==> src/nvmrw_map.svh <==
// Register offsets, field positions, reset values and timing counts of the nvm control block
`ifndef NVMRW_MAP_SVH
`define NVMRW_MAP_SVH
// Register indices as printed; byte address is four times the index
`define NVMRW_IDX_DATA_LOW   12'h10C
`define NVMRW_IDX_ADDR_LOW   12'h10D
`define NVMRW_IDX_DATA_HIGH  12'h10E
`define NVMRW_IDX_ADDR_HIGH  12'h10F
`define NVMRW_IDX_CONTROL    12'h18C
`define NVMRW_IDX_CTRL_AUX   12'h18D
`define NVMRW_IDX_IRQ_STATUS 12'h190
`define NVMRW_IDX_IRQ_MASK   12'h191
// Control register fields
`define NVMRW_BIT_RD_TRIG    0
`define NVMRW_BIT_WR_TRIG    1
`define NVMRW_BIT_WR_EN      2
`define NVMRW_BIT_WR_ERR     3
`define NVMRW_BIT_MEM_SEL    7
// Interrupt status fields
`define NVMRW_IRQ_WR_DONE    0
`define NVMRW_IRQ_WR_ERR     1
`define NVMRW_IRQ_W          2
// Reset values
`define NVMRW_RST_BYTE       8'h00
`define NVMRW_RST_IRQ        2'h0
// Timing: erase and program phase lengths in ns
`define NVMRW_ERASE_NS       2000
`define NVMRW_PROG_NS        2000
`define NVMRW_CLK_NS         4
`define NVMRW_ERASE_CYC      ((`NVMRW_ERASE_NS + `NVMRW_CLK_NS - 1) / `NVMRW_CLK_NS)
`define NVMRW_PROG_CYC       ((`NVMRW_PROG_NS + `NVMRW_CLK_NS - 1) / `NVMRW_CLK_NS)
`define NVMRW_READ_CYC       2
`endif

==> src/nvmrw_pkg.sv <==
// Types shared by the nvm control block
package nvmrw_pkg;
	typedef enum logic [1:0] {NVMRW_ARR_IDLE, NVMRW_ARR_READ, NVMRW_ARR_ERASE, NVMRW_ARR_PROG} nvmrw_op_t;
	typedef struct packed {
		nvmrw_op_t   op;
		logic        prog_mem;
		logic [15:0] addr;
		logic [15:0] wdata;
	} nvmrw_req_t;
	typedef struct packed {
		logic        done;
		logic [15:0] rdata;
	} nvmrw_rsp_t;
endpackage : nvmrw_pkg

==> src/nvmrw_top.sv <==
// Nonvolatile read/write control: registers, sequencer, array port and interrupt
// Function
// - No write starts while write enable is clear.
// - Write trigger launches write; hardware clears it; software only sets it.
// - Every completed write sets the write complete flag.
// - Data write erases then programs low data at low address.
// - Program write halts core, erases, programs high:low word, then resumes.
// - External or watchdog reset during a write sets write error.
// - Warm reset keeps data, address and memory select registers.
// - Memory select picks program or data; frozen while an access runs.
// - Read trigger starts a read, self clears; writing zero does nothing.
// - Control bits six to four read as zero.
// - Write enable clear inhibits starting array writes; a write already running still finishes.
`timescale 1ns/10ps
`include "nvmrw_map.svh"
module nvmrw_top import nvmrw_pkg::*; #(
	parameter int ERASE_CYC = `NVMRW_ERASE_CYC,
	parameter int PROG_CYC  = `NVMRW_PROG_CYC
) (
	input  wire logic        aclk,         // Core clock
	input  wire logic        aresetn,      // Sync reset, low
	input  wire logic        por_n,        // Power-on reset, low
	input  wire logic        ext_reset,    // External reset pin event
	input  wire logic        wdt_reset,    // Watchdog reset event
	input  wire logic [13:0] s_awaddr,     // AXI write address
	input  wire logic        s_awvalid,    // AXI
	output logic             s_awready,    // AXI
	input  wire logic [31:0] s_wdata,      // AXI
	input  wire logic [3:0]  s_wstrb,      // AXI
	input  wire logic        s_wvalid,     // AXI
	output logic             s_wready,     // AXI
	output logic [1:0]       s_bresp,      // AXI
	output logic             s_bvalid,     // AXI
	input  wire logic        s_bready,     // AXI
	input  wire logic [13:0] s_araddr,     // AXI read address
	input  wire logic        s_arvalid,    // AXI
	output logic             s_arready,    // AXI
	output logic [31:0]      s_rdata,      // AXI
	output logic [1:0]       s_rresp,      // AXI
	output logic             s_rvalid,     // AXI
	input  wire logic        s_rready,     // AXI
	output nvmrw_req_t       arr_req,      // Array command
	input  nvmrw_rsp_t       arr_rsp,      // Array answer
	output logic             cpu_stall,    // Halts instruction fetch
	output logic             irq           // Level interrupt
);
	// ==========================================================
	// Reset classes
	// ==========================================================
	// Power-on clears all but the AXI front end; warm resets keep data regs and error flag
	logic warm_rst, any_rst, cold_rst;
	assign cold_rst = !por_n;
	assign warm_rst = ext_reset || wdt_reset;
	assign any_rst  = !aresetn || cold_rst || warm_rst;

	// ==========================================================
	// Register state
	// ==========================================================
	logic [7:0] data_lo_q, data_hi_q, addr_lo_q, addr_hi_q;
	logic       mem_sel_q, wr_en_q, wr_trig_q, rd_trig_q, wr_err_q;
	logic [1:0] irq_stat_q, irq_mask_q;
	logic       wr_stb, wr_ok, rd_ok;
	logic [11:0] wr_idx, rd_idx;
	logic [7:0] wr_byte, rd_byte;
	typedef enum logic [2:0] {S_IDLE, S_READ, S_ERASE, S_PROG} nvmrw_seq_t;
	nvmrw_seq_t state_q;
	logic       busy, start_wr, start_rd, t_start, t_exp, write_done, read_done;
	logic [15:0] t_cycles;
	assign busy = (state_q != S_IDLE);

	nvmrw_axil u_axil (
		.aclk    (aclk),
		.aresetn (aresetn),
		.awaddr  (s_awaddr),
		.awvalid (s_awvalid),
		.awready (s_awready),
		.wdata   (s_wdata),
		.wstrb   (s_wstrb),
		.wvalid  (s_wvalid),
		.wready  (s_wready),
		.bresp   (s_bresp),
		.bvalid  (s_bvalid),
		.bready  (s_bready),
		.araddr  (s_araddr),
		.arvalid (s_arvalid),
		.arready (s_arready),
		.rdata   (s_rdata),
		.rresp   (s_rresp),
		.rvalid  (s_rvalid),
		.rready  (s_rready),
		.wr_stb  (wr_stb),
		.wr_idx  (wr_idx),
		.wr_byte (wr_byte),
		.wr_ok   (wr_ok),
		.rd_idx  (rd_idx),
		.rd_byte (rd_byte),
		.rd_ok   (rd_ok)
	);

	assign wr_ok = (wr_idx == `NVMRW_IDX_DATA_LOW) || (wr_idx == `NVMRW_IDX_ADDR_LOW)
		|| (wr_idx == `NVMRW_IDX_DATA_HIGH) || (wr_idx == `NVMRW_IDX_ADDR_HIGH)
		|| (wr_idx == `NVMRW_IDX_CONTROL) || (wr_idx == `NVMRW_IDX_CTRL_AUX)
		|| (wr_idx == `NVMRW_IDX_IRQ_STATUS) || (wr_idx == `NVMRW_IDX_IRQ_MASK);

	logic ctl_wr;
	assign ctl_wr = wr_stb && (wr_idx == `NVMRW_IDX_CONTROL);

	// ==========================================================
	// Data and address registers
	// ==========================================================
	// Warm reset keeps
	always_ff @(posedge aclk) begin
		if (cold_rst) begin
			data_lo_q <= `NVMRW_RST_BYTE;
			data_hi_q <= `NVMRW_RST_BYTE;
			addr_lo_q <= `NVMRW_RST_BYTE;
			addr_hi_q <= `NVMRW_RST_BYTE;
		end else begin
			if (read_done) begin
				data_lo_q <= arr_rsp.rdata[7:0];
				data_hi_q <= mem_sel_q ? arr_rsp.rdata[15:8] : data_hi_q;
			end else if (wr_stb && !busy) begin
				if (wr_idx == `NVMRW_IDX_DATA_LOW)
					data_lo_q <= wr_byte;
				if (wr_idx == `NVMRW_IDX_DATA_HIGH)
					data_hi_q <= wr_byte;
				if (wr_idx == `NVMRW_IDX_ADDR_LOW)
					addr_lo_q <= wr_byte;
				if (wr_idx == `NVMRW_IDX_ADDR_HIGH)
					addr_hi_q <= wr_byte;
			end
		end
	end

	// ==========================================================
	// Memory select
	// ==========================================================
	// Frozen while busy
	always_ff @(posedge aclk) begin
		if (cold_rst)
			mem_sel_q <= 1'b0;
		else if (ctl_wr && !busy && !warm_rst && aresetn)
			mem_sel_q <= wr_byte[`NVMRW_BIT_MEM_SEL];
	end

	// ==========================================================
	// Enables and triggers
	// ==========================================================
	// Trigger refused without enable
	assign start_wr = ctl_wr && wr_byte[`NVMRW_BIT_WR_TRIG] && wr_en_q && !busy;
	// Only a written one starts a read
	assign start_rd = ctl_wr && wr_byte[`NVMRW_BIT_RD_TRIG] && !busy && !start_wr;

	// Any reset clears enable and triggers
	always_ff @(posedge aclk) begin
		if (any_rst) begin
			wr_en_q   <= 1'b0;
			wr_trig_q <= 1'b0;
			rd_trig_q <= 1'b0;
		end else begin
			if (ctl_wr)
				wr_en_q <= wr_byte[`NVMRW_BIT_WR_EN];
			// Set by software, cleared by hardware
			if (start_wr)
				wr_trig_q <= 1'b1;
			else if (write_done)
				wr_trig_q <= 1'b0;
			if (start_rd)
				rd_trig_q <= 1'b1;
			else if (read_done)
				rd_trig_q <= 1'b0;
		end
	end

	always_ff @(posedge aclk) begin
		if (cold_rst)
			wr_err_q <= 1'b0;
		else if (warm_rst && wr_trig_q)
			wr_err_q <= 1'b1;
		else if (ctl_wr && aresetn)
			wr_err_q <= wr_byte[`NVMRW_BIT_WR_ERR];
	end

	// ==========================================================
	// Sequencer
	// ==========================================================
	nvmrw_timer #(.W(16)) u_timer (
		.aclk    (aclk),
		.aresetn (aresetn && !warm_rst && !cold_rst),
		.start   (t_start),
		.cycles  (t_cycles),
		.expire  (t_exp)
	);
	assign t_start  = start_wr || (state_q == S_ERASE && t_exp);
	assign t_cycles = start_wr ? 16'(ERASE_CYC) : 16'(PROG_CYC);
	assign write_done = (state_q == S_PROG) && t_exp;
	assign read_done  = (state_q == S_READ) && arr_rsp.done;

	always_ff @(posedge aclk) begin
		if (any_rst)
			state_q <= S_IDLE;
		else begin
			unique case (state_q)
				S_IDLE: begin
					if (start_wr)
						state_q <= S_ERASE;
					else if (start_rd)
						state_q <= S_READ;
				end
				S_READ:  if (arr_rsp.done) state_q <= S_IDLE;
				S_ERASE: if (t_exp) state_q <= S_PROG;
				S_PROG:  if (t_exp) state_q <= S_IDLE;
				default: state_q <= S_IDLE;
			endcase
		end
	end

	// Array only sees erase/program while the write trigger is set
	always_comb begin
		arr_req.prog_mem = mem_sel_q;
		arr_req.addr     = mem_sel_q ? {addr_hi_q, addr_lo_q} : {8'h00, addr_lo_q};
		arr_req.wdata    = mem_sel_q ? {data_hi_q, data_lo_q} : {8'h00, data_lo_q};
		unique case (state_q)
			S_READ:  arr_req.op = NVMRW_ARR_READ;
			S_ERASE: arr_req.op = wr_trig_q ? NVMRW_ARR_ERASE : NVMRW_ARR_IDLE;
			S_PROG:  arr_req.op = wr_trig_q ? NVMRW_ARR_PROG : NVMRW_ARR_IDLE;
			default: arr_req.op = NVMRW_ARR_IDLE;
		endcase
	end

	// Core halted through a program-memory write
	assign cpu_stall = wr_trig_q && mem_sel_q;

	// ==========================================================
	// Interrupt status and mask
	// ==========================================================
	// Completion sets flag; set wins over clear
	always_ff @(posedge aclk) begin
		if (!aresetn || cold_rst) begin
			irq_stat_q <= `NVMRW_RST_IRQ;
			irq_mask_q <= `NVMRW_RST_IRQ;
		end else begin
			if (wr_stb && wr_idx == `NVMRW_IDX_IRQ_MASK)
				irq_mask_q <= wr_byte[1:0];
			irq_stat_q[`NVMRW_IRQ_WR_DONE] <= write_done || (irq_stat_q[`NVMRW_IRQ_WR_DONE]
				&& !(wr_stb && wr_idx == `NVMRW_IDX_IRQ_STATUS && wr_byte[`NVMRW_IRQ_WR_DONE]));
			irq_stat_q[`NVMRW_IRQ_WR_ERR] <= (warm_rst && wr_trig_q) || (irq_stat_q[`NVMRW_IRQ_WR_ERR]
				&& !(wr_stb && wr_idx == `NVMRW_IDX_IRQ_STATUS && wr_byte[`NVMRW_IRQ_WR_ERR]));
		end
	end
	assign irq = |(irq_stat_q & irq_mask_q);

	// ==========================================================
	// Read mux
	// ==========================================================
	// Unimplemented control bits read zero
	always_comb begin
		rd_ok   = 1'b1;
		rd_byte = 8'h00;
		unique case (rd_idx)
			`NVMRW_IDX_DATA_LOW:   rd_byte = data_lo_q;
			`NVMRW_IDX_ADDR_LOW:   rd_byte = addr_lo_q;
			`NVMRW_IDX_DATA_HIGH:  rd_byte = data_hi_q;
			`NVMRW_IDX_ADDR_HIGH:  rd_byte = addr_hi_q;
			`NVMRW_IDX_CONTROL:    rd_byte = {mem_sel_q, 3'h0, wr_err_q, wr_en_q, wr_trig_q, rd_trig_q};
			`NVMRW_IDX_CTRL_AUX:   rd_byte = 8'h00;
			`NVMRW_IDX_IRQ_STATUS: rd_byte = {6'h00, irq_stat_q};
			`NVMRW_IDX_IRQ_MASK:   rd_byte = {6'h00, irq_mask_q};
			default:               rd_ok   = 1'b0;
		endcase
	end
endmodule : nvmrw_top

==> src/nvmrw_timer.sv <==
// Cycle counter for one array phase
`timescale 1ns/10ps
module nvmrw_timer #(
	parameter int W = 16
) (
	input  wire logic         aclk,    // Core clock
	input  wire logic         aresetn, // Sync reset
	input  wire logic         start,   // Load count
	input  wire logic [W-1:0] cycles,  // Phase length
	output logic              expire   // Pulse at end
);
	logic [W-1:0] cnt_q;
	logic         run_q;
	always_ff @(posedge aclk) begin
		if (!aresetn) begin
			cnt_q <= '0;
			run_q <= 1'b0;
		end else if (start) begin
			cnt_q <= cycles;
			run_q <= 1'b1;
		end else if (run_q) begin
			cnt_q <= cnt_q - W'(1);
			if (cnt_q == W'(1))
				run_q <= 1'b0;
		end
	end
	assign expire = run_q && (cnt_q == W'(1));
endmodule : nvmrw_timer

==> src/nvmrw_axil.sv <==
// AXI4-Lite slave front end, one write and one read at a time
`timescale 1ns/10ps
module nvmrw_axil (
	input  wire logic        aclk,     // Core clock
	input  wire logic        aresetn,  // Sync reset
	input  wire logic [13:0] awaddr,   // Write address
	input  wire logic        awvalid,  // Write address valid
	output logic             awready,  // Write address ready
	input  wire logic [31:0] wdata,    // Write data
	input  wire logic [3:0]  wstrb,    // Byte enables
	input  wire logic        wvalid,   // Write data valid
	output logic             wready,   // Write data ready
	output logic [1:0]       bresp,    // Write response
	output logic             bvalid,   // Response valid
	input  wire logic        bready,   // Response ready
	input  wire logic [13:0] araddr,   // Read address
	input  wire logic        arvalid,  // Read address valid
	output logic             arready,  // Read address ready
	output logic [31:0]      rdata,    // Read data
	output logic [1:0]       rresp,    // Read response
	output logic             rvalid,   // Read valid
	input  wire logic        rready,   // Read ready
	output logic             wr_stb,   // Register write pulse
	output logic [11:0]      wr_idx,   // Register index
	output logic [7:0]       wr_byte,  // Low byte
	input  wire logic        wr_ok,    // Index mapped
	output logic [11:0]      rd_idx,   // Read index
	input  wire logic [7:0]  rd_byte,  // Read value
	input  wire logic        rd_ok     // Read index mapped
);
	logic        aw_have_q, w_have_q;
	logic [11:0] aw_idx_q;
	logic [7:0]  w_byte_q;
	logic        w_lane_q;
	assign awready = !aw_have_q && !bvalid;
	assign wready  = !w_have_q && !bvalid;
	assign arready = !rvalid;
	assign rd_idx  = araddr[13:2];
	assign wr_idx  = aw_idx_q;
	assign wr_byte = w_byte_q;
	assign wr_stb  = aw_have_q && w_have_q && w_lane_q;
	always_ff @(posedge aclk) begin
		if (!aresetn) begin
			aw_have_q <= 1'b0;
			w_have_q  <= 1'b0;
			aw_idx_q  <= 12'h000;
			w_byte_q  <= 8'h00;
			w_lane_q  <= 1'b0;
			bvalid    <= 1'b0;
			bresp     <= 2'h0;
		end else begin
			if (awvalid && awready) begin
				aw_have_q <= 1'b1;
				aw_idx_q  <= awaddr[13:2];
			end
			if (wvalid && wready) begin
				w_have_q <= 1'b1;
				w_byte_q <= wdata[7:0];
				w_lane_q <= wstrb[0];
			end
			if (aw_have_q && w_have_q) begin
				aw_have_q <= 1'b0;
				w_have_q  <= 1'b0;
				bvalid    <= 1'b1;
				// Unmapped index answers SLVERR
				bresp     <= wr_ok ? 2'h0 : 2'h2;
			end else if (bvalid && bready)
				bvalid <= 1'b0;
		end
	end
	always_ff @(posedge aclk) begin
		if (!aresetn) begin
			rvalid <= 1'b0;
			rdata  <= 32'h0000_0000;
			rresp  <= 2'h0;
		end else if (arvalid && arready) begin
			rvalid <= 1'b1;
			rdata  <= {24'h00_0000, rd_byte};
			rresp  <= rd_ok ? 2'h0 : 2'h2;
		end else if (rvalid && rready)
			rvalid <= 1'b0;
	end
endmodule : nvmrw_axil

==> config.mk <==
export PLATFORM = sky130hd
export DESIGN_NAME = nvmrw_top
export DESIGN_NICKNAME = d
export VERILOG_FILES = /design/src/nvmrw_pkg.sv /design/src/nvmrw_top.sv /design/src/nvmrw_timer.sv /design/src/nvmrw_axil.sv
export VERILOG_INCLUDE_DIRS = /design/src
export SDC_FILE = /design/constraint.sdc
export NUM_CORES = 1
export LEC_CHECK = 0
export BUFFER_PORTS_ARGS = -buffer_cell sky130_fd_sc_hd__buf_2
export CORE_MARGIN = 10
export CORE_UTILIZATION = 25
export CTS_CLUSTER_DIAMETER = 30
export DETAILED_ROUTE_END_ITERATION = 10
export GPL_TIMING_DRIVEN = 0
export PLACE_DENSITY_LB_ADDON = 0.3
export SYNTH_ARGS = -nofsm -noshare
export SYNTH_HDL_FRONTEND = slang
export SYNTH_SLANG_ARGS = --single-unit
==> constraint.sdc <==
create_clock -name aclk -period 2.15 [get_ports aclk]
set_input_delay 0.215 -clock aclk [delete_from_list [all_inputs] [get_ports aclk]]
set_output_delay 0.215 -clock aclk [all_outputs]
set_load 0.05 [all_outputs]
# Word level (Yosys, flattened, before mapping)
# Cells that the tools add are included.
dict set report word_totals {
  out_inout_bits 78
  reg_bits 98
  wordCells 171
  in_bits 91
}
dict set report op_classes {
  bitwise 4
  add_sub_neg 1
  n_reduce_logical 79
  eq_ne 25
  mux 37
}
# op n
set op_table {}
lappend op_table {{equality test 12 x 9 -> 1 bit (second input constant)} 16}
lappend op_table {{2-to-1 mux 8 bit} 7}
lappend op_table {{one-hot mux 8 bit (7 select lines)} 1}
lappend op_table {{logical AND 1 bit} 35}
lappend op_table {{2-to-1 mux 16 bit} 2}
lappend op_table {{2-to-1 mux 9 bit} 2}
lappend op_table {{nonzero test 2 bit} 9}
lappend op_table {{equality test 16 x 1 -> 1 bit (second input constant)} 1}
lappend op_table {{subtractor 16 x 1 -> 16 bit (second input constant)} 1}
lappend op_table {{2-to-1 mux 3 bit} 5}
lappend op_table {{2-to-1 mux 1 bit} 14}
lappend op_table {{logical OR 1 bit} 13}
lappend op_table {{one-hot mux 3 bit (4 select lines)} 1}
lappend op_table {{zero test 1 bit} 11}
lappend op_table {{AND reduction 3 bit} 3}
lappend op_table {{2-to-1 mux 2 bit} 4}
lappend op_table {{!= test 2 bit (second input constant)} 4}
lappend op_table {{OR reduction 8 bit} 1}
lappend op_table {{equality test 3 x 2 -> 1 bit (second input constant)} 2}
lappend op_table {{one-hot mux 2 bit (3 select lines)} 1}
lappend op_table {{OR reduction 2 bit} 3}
lappend op_table {{AND reduction 4 bit} 1}
lappend op_table {{equality test 3 x 1 -> 1 bit (second input constant)} 1}
lappend op_table {{zero test 3 bit} 1}
lappend op_table {{other kinds (5)} 7}

# Logic depth before layout (Yosys ltp)
# Gate-level depths: netlist of the first run.
dict set report logic_depth {
  ltp_word 11
  depth_mapped 8
  mapped_depth_nobuf 7
}

# Hierarchy
# From an unflattened synthesis of the first run, not the netlist that was laid out.
dict set report unflattened {
  cells_unflattened 624
  hier_area_um2 5137.4
}
# module n_inst area_each_um2 cells_each
set by_module_without_submodules {}
lappend by_module_without_submodules {nvmrw_top 1 2587.5 315}
lappend by_module_without_submodules {nvmrw_axil 1 1637.8 198}
lappend by_module_without_submodules {nvmrw_timer 1 912.1 111}

# Worst setup path after synthesis of the first run
# Ideal clock, no wire load.
dict set report synth_timing {
  path_kind {reg-to-reg}
  start {register u_timer.cnt_q[4]}
  end {register u_timer.cnt_q[8]}
  required_time_ps 2081
  setup_time_ps 69
  stages_incl_launch_ff 6
  synth_period_minus_slack_ps 2112
  path_slack_ps 38
  t_arrival_ps 2043
  path_cell_list {dfxtp_1 > or4_4 > or3_4 > or4_4 > and2_4 > a21oi_2}
}
dict set report synth_via {
  elab_chain_len 5
  word_cells_on_any_way 8
  classes_between {1 x add/sub; 1 x eq/ne; 2 x mux; 4 x reduce/logical}
}
# element line_no
set synth_lines {}
lappend synth_lines {{from (decl)} nvmrw_timer.sv:12} ;# logic [W-1:0] cnt_q;
lappend synth_lines {{from (signal assigned)} nvmrw_timer.sv:19} ;# cnt_q <= cycles;
lappend synth_lines {{from (signal assigned)} nvmrw_timer.sv:22} ;# cnt_q <= cnt_q - W'(1);
lappend synth_lines {{parallel branches: the longest is 5 deep, another holds subtractor 16 x 1 -> 16 bit} n/a}
# Several ways; the timed one is not identified. The select of a mux whose other input is x is not followed.
# A chain may end at the register's enable or synchronous reset.

# Final worst setup path of the first run
dict set report layout_timing {
  start {register u_timer.cnt_q[7]}
  end {register irq_stat_q[0]}
}
dict set report layout_via {
  elab_chain_len 4
}
# element line_no
set layout_lines {}
lappend layout_lines {{equality test 16 x 1 -> 1 bit} nvmrw_timer.sv:27} ;# assign expire = run_q && (cnt_q == W'(1));
lappend layout_lines {{logical AND 1 bit} nvmrw_timer.sv:27}
lappend layout_lines {{logical AND 1 bit} nvmrw_top.sv:196} ;# assign write_done = (state_q == S_PROG) && t_exp;
lappend layout_lines {{logical OR 1 bit} nvmrw_top.sv:245} ;# irq_stat_q[`NVMRW_IRQ_WR_DONE] <= write_done || (irq_stat_q[`NVMRW_IRQ_WR_DONE]
lappend layout_lines {{to (signal assigned)} nvmrw_top.sv:240} ;# irq_stat_q <= `NVMRW_RST_IRQ;
lappend layout_lines {{to (signal, indexed assignment)} nvmrw_top.sv:245}
lappend layout_lines {{to (signal, indexed assignment)} nvmrw_top.sv:247} ;# irq_stat_q[`NVMRW_IRQ_WR_ERR] <= (warm_rst && wr_trig_q) || (irq_stat_q[`NVMRW_IRQ_WR_ERR]
lappend layout_lines {{to (decl)} nvmrw_top.sv:61} ;# logic [1:0] irq_stat_q, irq_mask_q;
# No other way between the ends.

==> flow_summary.html, run 1 <==
<table>
<tr><th>Metric</th><th>Value</th></tr>
<tr><th colspan="2">Layout</th></tr>
<tr><td>Area occupied by multi-input gates</td><td>0.002613 mm^2</td></tr>
<tr><td>Final Net Count</td><td>796</td></tr>
<tr><td>Layout cell share with drive strength beyond 1</td><td>30.13%</td></tr>
<tr><td>Number of inserted filler cells in the final layout</td><td>1913</td></tr>
<tr><td>Most common library cell in the layout ignoring fill and taps</td><td>sky130_fd_sc_hd__buf_2</td></tr>
<tr><td>Non-Filler Instances</td><td>936</td></tr>
<tr><td>Synth-to-layout area growth</td><td>31.37%</td></tr>
<tr><td>Number of antenna repair diodes</td><td>0</td></tr>
<tr><td>Area taken by flip-flops and latches</td><td>0.001909 mm^2</td></tr>
<tr><td>Post-layout util</td><td>33.73%</td></tr>
<tr><td>Most frequent cells in the layout</td><td>sky130_fd_sc_hd__buf_2, sky130_fd_sc_hd__dfxtp_1, sky130_fd_sc_hd__nand2_1</td></tr>
<tr><td>Finished Cell Area</td><td>0.006141 mm^2</td></tr>
<tr><th colspan="2">STA</th></tr>
<tr><td>Largest clock skew in the final design</td><td>9.645 ps</td></tr>
<tr><td>Final worst-path cycle share</td><td>99.68%</td></tr>
<tr><td>Unrepaired setup endpoints after global routing</td><td>true</td></tr>
<tr><td>Final period demand of the worst path</td><td>2143 ps</td></tr>
<tr><td>Fmax</td><td>0.4666 GHz</td></tr>
<tr><td>Slew at the pin with the worst max-slew slack</td><td>696.6 ps</td></tr>
<tr><td>Number of max-slew violations in the final report</td><td>0</td></tr>
<tr><td>Final setup TNS</td><td>0 ps</td></tr>
<tr><td>Count of final setup violators</td><td>0</td></tr>
<tr><td>Slew margin rel.</td><td>53.20%</td></tr>
<tr><td>Endpoints failing hold</td><td>0</td></tr>
<tr><th colspan="2">Critical path</th></tr>
<tr><td>Startpoint of the most critical register-to-register path</td><td>u_timer.cnt_q[7]</td></tr>
<tr><td>Launch point of the worst path</td><td>u_timer.cnt_q[7]</td></tr>
<tr><td>Critical path fanouts, max</td><td>5</td></tr>
<tr><td>Start-to-end type of the worst setup path</td><td>register to register</td></tr>
<tr><td>Setup crit start kind</td><td>register</td></tr>
<tr><td>Critical Path AT</td><td>2420 ps</td></tr>
<tr><td>Crit end category</td><td>register</td></tr>
<tr><td>Critical path data required time</td><td>2420 ps</td></tr>
<tr><th colspan="2">CTS</th></tr>
<tr><td>CTS Buf Count</td><td>9</td></tr>
<tr><td>CTS Sinks</td><td>95</td></tr>
<tr><td>CTS root buffer</td><td>sky130_fd_sc_hd__clkbuf_16</td></tr>
<tr><td># hold bufs at CTS</td><td>0</td></tr>
<tr><td>Deepest level of the CTS H-tree</td><td>3</td></tr>
<tr><td>Clock input transition at the sequential cells of the worst setup and hold paths</td><td>70 ps</td></tr>
<tr><td>Worst-case clock buffer depth</td><td>2</td></tr>
<tr><td>TritonCTS clock tree</td><td>yes</td></tr>
<tr><td>Worst-skew pair later-pin latency</td><td>340 ps</td></tr>
<tr><th colspan="2">Placed design</th></tr>
<tr><td>Placer congestion estimate</td><td>0.8564</td></tr>
<tr><td>Buffers added on ports</td><td>110</td></tr>
<tr><td>Cells after DPL</td><td>904</td></tr>
<tr><td>Final HPWL from detailed placement</td><td>11790 um</td></tr>
<tr><td>Post-DP Area</td><td>0.005605 mm^2</td></tr>
<tr><th colspan="2">Synthesis</th></tr>
<tr><td>Most used DFF post-synth</td><td>sky130_fd_sc_hd__dfxtp_1</td></tr>
<tr><td>EDFF count, synth</td><td>0</td></tr>
<tr><td>Count of unique library cells instantiated by Yosys</td><td>55</td></tr>
<tr><td>Post-synthesis async set-or-reset flop share</td><td>0%</td></tr>
<tr><td>Count of mapped cells out of synthesis</td><td>540</td></tr>
<tr><td>Synth Area per Inst</td><td>8.656 um^2</td></tr>
<tr><td>Cell area after synthesis</td><td>0.004674 mm^2</td></tr>
<tr><td>Synth Register Bits</td><td>95</td></tr>
<tr><td>Yosys warning total</td><td>0</td></tr>
<tr><td>Share of synthesized area occupied by flip-flops and latches</td><td>40.69%</td></tr>
<tr><th colspan="2">Die</th></tr>
<tr><td>Number of cell rows</td><td>49</td></tr>
<tr><td>Initial core utilization</td><td>25.67%</td></tr>
<tr><td>Chip Width</td><td>156.7 um</td></tr>
<tr><td>Die Height</td><td>156.7 um</td></tr>
<tr><td>Number of primary I/O pins</td><td>169</td></tr>
<tr><td>Core ar.</td><td>0.01821 mm^2</td></tr>
<tr><td>Total Die Area</td><td>0.02457 mm^2</td></tr>
<tr><th colspan="2">Worst hold path</th></tr>
<tr><td>Hold_sp</td><td>s_awaddr[13]</td></tr>
<tr><td>Hold crit path type</td><td>input pin to register</td></tr>
<tr><th colspan="2">Pwr</th></tr>
<tr><td>Total power per unit cell area</td><td>631.9 mW/mm^2</td></tr>
<tr><td>Overall power</td><td>3880 uW</td></tr>
<tr><td>Maximum VDD drop</td><td>373.8 uV</td></tr>
<tr><td>Leakage power of the design</td><td>0.002547 uW</td></tr>
<tr><th colspan="2">GRT</th></tr>
<tr><td>Remaining Overflow, GRT</td><td>0</td></tr>
<tr><td>Maximum number of pins on one net before global-route repair</td><td>16</td></tr>
<tr><td>Total routing usage reported by global routing</td><td>12.03%</td></tr>
<tr><td>Global-route wire length before repair</td><td>23380 um</td></tr>
<tr><td>Vias in the first global route</td><td>4295</td></tr>
<tr><td>Initial antenna violation count</td><td>0</td></tr>
<tr><th colspan="2">Routing</th></tr>
<tr><td>Total number of vias</td><td>4288</td></tr>
<tr><td>Number of iterations in the first detailed-routing pass</td><td>4</td></tr>
<tr><td>Post-detailed-routing wire length</td><td>15230 um</td></tr>
<tr><td>Residual antenna-violating net count after detailed routing</td><td>0</td></tr>
<tr><td>Final routed wire length divided by cell count</td><td>16.27 um</td></tr>
<tr><td>Vias per cell</td><td>4.581</td></tr>
<tr><td>Number of DRC markers in iteration 0</td><td>175</td></tr>
<tr><td>Total DRC errors in the routed layout</td><td>0</td></tr>
<tr><th colspan="2">Flow run</th></tr>
<tr><td>Max-capacitance violation count</td><td>0</td></tr>
<tr><th colspan="2">Outcome</th></tr>
<tr><td>Status</td><td>finished clean</td></tr>
</table>
[cell type report]
type	count	share of cell area [%]
multi-input cells	406	42.54
flip-flops and latches	95	31.09
repair buffers	126	11.06
well taps	229	4.666
inverters	13	0.7946
clock inverters	5	0.9169
plain buffers	52	5.033
clock buffers	10	3.892
[final timing paths]
| check | endpoint | slack, ps | cells past startpoint |
|---|---|---|---|
| hold / removal | u_axil.wr_idx[11] | 100 | 3 |
| setup reg to reg | irq_stat_q[0] | 7 | 5 |
| setup / recovery | irq_stat_q[0] | 7 | 5 |
| hold reg to reg | u_axil.rdata[6] | 450 | 2 |
[flip-flops by register name, summed over array words and instances, names as in the netlist, 2 cells and up]
name	cells
u_timer.cnt_q	16
u_axil.wr_idx	12
addr_hi_q	8
addr_lo_q	8
data_hi_q	8
data_lo_q	8
u_axil.rdata	8
u_axil.wr_byte	8
irq_mask_q	2
irq_stat_q	2
state_q	2
[worst max-delay path: stages, from the launching register on]
cell and delay (ps):
sky130_fd_sc_hd__dfxtp_2 320, sky130_fd_sc_hd__or4_4 550, sky130_fd_sc_hd__nor3_1 480, sky130_fd_sc_hd__nand2_1 200, sky130_fd_sc_hd__or3_1 380, sky130_fd_sc_hd__a21oi_1 140
[timing repair]
item | 4_1_cts | 5_1_grt
setup endpoints to repair | 56 | 49
pin swaps | 9 | 9
gates cloned | 1 | 1
gates resized for setup | 12 | 22
buffers inserted | 11 | 4
[cells in the mapped netlist (all sizes together) (3+ instances only)]
master | number | area (um^2)
a211oi | 3 | 22.52
a21oi | 51 | 270.3
a22oi | 8 | 60.06
a31oi | 11 | 68.82
and2 | 21 | 133.9
buf | 32 | 230.2
clkbuf | 20 | 75.07
dfxtp | 95 | 1902
inv | 13 | 48.80
mux2i | 29 | 290.3
mux4 | 8 | 180.2
nand2 | 82 | 307.8
nand2b | 10 | 62.56
nand3 | 6 | 30.03
nand3b | 3 | 26.27
nand4 | 5 | 31.28
nor2 | 26 | 113.9
nor2b | 17 | 106.4
nor3 | 15 | 75.07
nor4 | 7 | 50.05
o21ai | 31 | 166.4
or3 | 3 | 23.77
or4 | 6 | 57.55
or4b | 3 | 30.03
xnor2 | 7 | 61.31
xor2 | 5 | 43.79
[kinds of logic after synthesis]
| group | count (synthesis) | synth area share (%) |
|---|---|---|
| AOI/OAI and AO/OA | 111 | 13.81 |
| xor gates and xnor gates | 12 | 2.248 |
| adders and majority gates | 2 | 0.5352 |
| buffers and inverters | 65 | 7.575 |
| DFF | 95 | 40.69 |
| muxes | 39 | 10.55 |
| other | 1 | 0.08022 |
| and+or+nand+nor | 215 | 24.52 |
[per-layer routing]
layer	global-route usage, %	vias to the layer above	part of all wire, %
met5	0	-	0
met4	3.101	0	0.99
met3	3.481	12	7.6
met2	19.24	152	45
met1	15.49	1964	47
li1	-	2160	-
[stage by stage]
step	hold WS, ps	worst slack, ps
2_1_floorplan	351.0	38.36
3_3_place_gp	439.3	-425.4
3_5_place_dp	442.0	-423.4
4_1_cts	90.35	-69.68
5_1_grt	94.41	-79.06
6_report	102.8	6.774
[power by group]
group	switching, uW	total (uW)	internal [uW]	leakage (uW)
clock	680	1610	927	0.000145
sequential	39.2	1830	1790	0.000772
combinational	296	439	143	0.00163
(Power assumes the default switching activity.)
==> run 2: changes to the inputs <==
--- a/config.mk
+++ b/config.mk
@@ -12,7 +12,7 @@
 export CTS_CLUSTER_DIAMETER = 30
 export DETAILED_ROUTE_END_ITERATION = 10
 export GPL_TIMING_DRIVEN = 0
-export PLACE_DENSITY_LB_ADDON = 0.3
+export PLACE_DENSITY = 0.43
 export SYNTH_ARGS = -nofsm -noshare
 export SYNTH_HDL_FRONTEND = slang
 export SYNTH_SLANG_ARGS = --single-unit
==> constraint.sdc (replaced) <==
create_clock -name aclk -period 2.6 [get_ports aclk]
set_input_delay 0.26 -clock aclk [delete_from_list [all_inputs] [get_ports aclk]]
set_output_delay 0.26 -clock aclk [all_outputs]
set_load 0.05 [all_outputs]
==> run 2 against run 1 <==
Compared with the run above: sequential cell count did not move; maximum frequency shrank 15%; clock skew is 1.1 ps higher; cell count is 1.6% lower; register-to-register slack gained 70 ps; combinational power is 19% lower; first-iteration DRC count decreased by 26%; non-clock buffer count is 16 lower; highest routed layer unchanged.
==> flow_summary.html, run 2 (synthesis results as in run 1) <==
<table>
<tr><th>Metric</th><th>Value</th></tr>
<tr><th colspan="2">Outcome</th></tr>
<tr><td>Status</td><td>finished clean</td></tr>
<tr><th colspan="2">Routing</th></tr>
<tr><td>Total routed wire length on the met1 layer</td><td>7209 um</td></tr>
<tr><td>Met2 routed wirelength</td><td>6848 um</td></tr>
<tr><td>Number of DRC markers in iteration 0</td><td>129</td></tr>
<tr><td>Post-detailed-routing wire length</td><td>15280 um</td></tr>
<tr><td>Total number of vias</td><td>4188</td></tr>
<tr><td>Number of iterations in the first detailed-routing pass</td><td>4</td></tr>
<tr><td>Residual antenna-violating net count after detailed routing</td><td>0</td></tr>
<tr><td>Vias per cell</td><td>4.547</td></tr>
<tr><td>Total DRC errors in the routed layout</td><td>0</td></tr>
<tr><td>Top layer in use</td><td>met4</td></tr>
<tr><td>Met3 routed wirelength</td><td>982 um</td></tr>
<tr><td>Final routed wire length divided by cell count</td><td>16.59 um</td></tr>
<tr><th colspan="2">STA</th></tr>
<tr><td>Largest clock skew in the final design</td><td>10.76 ps</td></tr>
<tr><td>Endpoints failing hold</td><td>0</td></tr>
<tr><td>Slew margin rel.</td><td>42.07%</td></tr>
<tr><td>Tightest hold margin</td><td>147.1 ps</td></tr>
<tr><td>Count of final setup violators</td><td>0</td></tr>
<tr><td>Final worst-path cycle share</td><td>97.19%</td></tr>
<tr><td>Slew at the pin with the worst max-slew slack</td><td>861.0 ps</td></tr>
<tr><td>Unrepaired setup endpoints after global routing</td><td>false</td></tr>
<tr><td>Final setup TNS</td><td>0 ps</td></tr>
<tr><td>Number of max-slew violations in the final report</td><td>0</td></tr>
<tr><td>Fmax</td><td>0.3957 GHz</td></tr>
<tr><td>Final period demand of the worst path</td><td>2527 ps</td></tr>
<tr><th colspan="2">Layout</th></tr>
<tr><td>Largest register by flop count</td><td>u_timer.cnt_q</td></tr>
<tr><td>Non-Filler Instances</td><td>921</td></tr>
<tr><td>Synth-to-layout area growth</td><td>25.70%</td></tr>
<tr><td>Area taken by flip-flops and latches</td><td>0.001902 mm^2</td></tr>
<tr><td>Number of inserted filler cells in the final layout</td><td>1946</td></tr>
<tr><td>Max reg flops</td><td>16</td></tr>
<tr><td>Most common library cell in the layout ignoring fill and taps</td><td>sky130_fd_sc_hd__buf_2</td></tr>
<tr><td>Layout cell share with drive strength beyond 1</td><td>25.90%</td></tr>
<tr><td>Area occupied by multi-input gates</td><td>0.002521 mm^2</td></tr>
<tr><td>Final Net Count</td><td>779</td></tr>
<tr><td>Post-layout util</td><td>32.27%</td></tr>
<tr><td>Most frequent cells in the layout</td><td>sky130_fd_sc_hd__buf_2, sky130_fd_sc_hd__dfxtp_1, sky130_fd_sc_hd__nand2_1</td></tr>
<tr><th colspan="2">GRT</th></tr>
<tr><td>Vias in the first global route</td><td>4222</td></tr>
<tr><td>Remaining Overflow, GRT</td><td>0</td></tr>
<tr><td>Initial antenna violation count</td><td>1</td></tr>
<tr><td>Total routing usage reported by global routing</td><td>12.37%</td></tr>
<tr><td>Maximum number of pins on one net before global-route repair</td><td>15</td></tr>
<tr><td>Global-route wire length before repair</td><td>23580 um</td></tr>
<tr><th colspan="2">CTS</th></tr>
<tr><td>CTS Buf Count</td><td>9</td></tr>
<tr><td>Clock input transition at the sequential cells of the worst setup and hold paths</td><td>60 ps</td></tr>
<tr><td>CTS Sinks</td><td>95</td></tr>
<tr><td>Deepest level of the CTS H-tree</td><td>3</td></tr>
<tr><td>Worst-case clock buffer depth</td><td>2</td></tr>
<tr><td>CTS root buffer</td><td>sky130_fd_sc_hd__clkbuf_16</td></tr>
<tr><td>Worst-skew pair later-pin latency</td><td>350 ps</td></tr>
<tr><td>TritonCTS clock tree</td><td>yes</td></tr>
<tr><td># hold bufs at CTS</td><td>0</td></tr>
<tr><th colspan="2">Die</th></tr>
<tr><td>Number of cell rows</td><td>49</td></tr>
<tr><td>Core ar.</td><td>0.01821 mm^2</td></tr>
<tr><td>Total Die Area</td><td>0.02457 mm^2</td></tr>
<tr><td>Die Height</td><td>156.7 um</td></tr>
<tr><td>Number of primary I/O pins</td><td>169</td></tr>
<tr><td>Initial core utilization</td><td>25.67%</td></tr>
<tr><td>Chip Width</td><td>156.7 um</td></tr>
<tr><th colspan="2">Worst hold path</th></tr>
<tr><td>Hold crit path type</td><td>input pin to register</td></tr>
<tr><td>Hold depth</td><td>3</td></tr>
<tr><th colspan="2">Critical path</th></tr>
<tr><td>Critical path fanouts, max</td><td>4</td></tr>
<tr><td>Worst R2R Path Depth</td><td>5</td></tr>
<tr><td>Crit end category</td><td>register</td></tr>
<tr><td>Critical Path AT</td><td>2760 ps</td></tr>
<tr><td>Start-to-end type of the worst setup path</td><td>register to register</td></tr>
<tr><td>Setup crit start kind</td><td>register</td></tr>
<tr><td>Critical path data required time</td><td>2840 ps</td></tr>
<tr><th colspan="2">Placed design</th></tr>
<tr><td>Buffers added on ports</td><td>110</td></tr>
<tr><td>Cells after DPL</td><td>904</td></tr>
<tr><td>Final HPWL from detailed placement</td><td>12170 um</td></tr>
<tr><td>Placer congestion estimate</td><td>0.8063</td></tr>
<tr><th colspan="2">Pwr</th></tr>
<tr><td>Leakage power of the design</td><td>0.002388 uW</td></tr>
<tr><td>Total power per unit cell area</td><td>524.4 mW/mm^2</td></tr>
<tr><td>Maximum VDD drop</td><td>290.7 uV</td></tr>
<tr><td>Overall power</td><td>3081 uW</td></tr>
<tr><th colspan="2">Flow run</th></tr>
<tr><td>Max-capacitance violation count</td><td>0</td></tr>
</table>
-- run 2: final cells by class --
type | count | area share [%]
multi-input cells | 405 | 42.91
flip-flops and latches | 95 | 32.37
repair buffers | 110 | 9.370
plain buffers | 52 | 5.196
well taps | 229 | 4.876
clock buffers | 12 | 4.025
inverters | 13 | 0.8305
clock inverters | 4 | 0.3833
diodes | 1 | 0.04259
-- run 2: layer usage --
layer / vias to the layer above / global-route usage [%]
li1: 2121 / -
met1: 1946 / 15.84
met2: 105 / 19.24
met3: 16 / 4.057
met4: 0 / 3.910
met5: - / 0
-- run 2: power by group --
group	internal [uW]	total [uW]	switching, uW
logic	115	355	240
registers	1480	1510	31.3
clock network	645	1210	566
-- run 2: worst max-delay path, cell delays in order, from the launching register on --
cell and delay (ps):
sky130_fd_sc_hd__dfxtp_1 320, sky130_fd_sc_hd__or4b_1 650, sky130_fd_sc_hd__or2_2 360, sky130_fd_sc_hd__nor4_1 750, sky130_fd_sc_hd__mux2i_1 280, sky130_fd_sc_hd__nor2_1 60
-- run 2: worst paths after layout --
kind                                        from           endpoint  slack (ps)
worst max register to register  u_axil.wr_idx[5]      irq_mask_q[1]          70
worst max-delay path            u_axil.wr_idx[5]      irq_mask_q[1]          70
worst min-delay path                  s_wdata[1]  u_axil.wr_byte[1]         150
worst min register to register   u_axil.rdata[4]    u_axil.rdata[4]         460
-- run 2: what timing repair did --
item | 4_1_cts | 5_1_grt
buffers inserted | 0 | 0
endpoints found under the setup margin | 10 | 0
gates resized for setup | 1 | 0
-- run 2: stage by stage --
step / worst slack, ps / instance area (um^2)
after floorplan: 488.4 / 4768
after global placement: -30.57 / 5605
after detailed placement: -73.71 / 5605
after CTS: 70.76 / 5873
after global routing: 16.00 / 5876
final: 73.03 / 5876
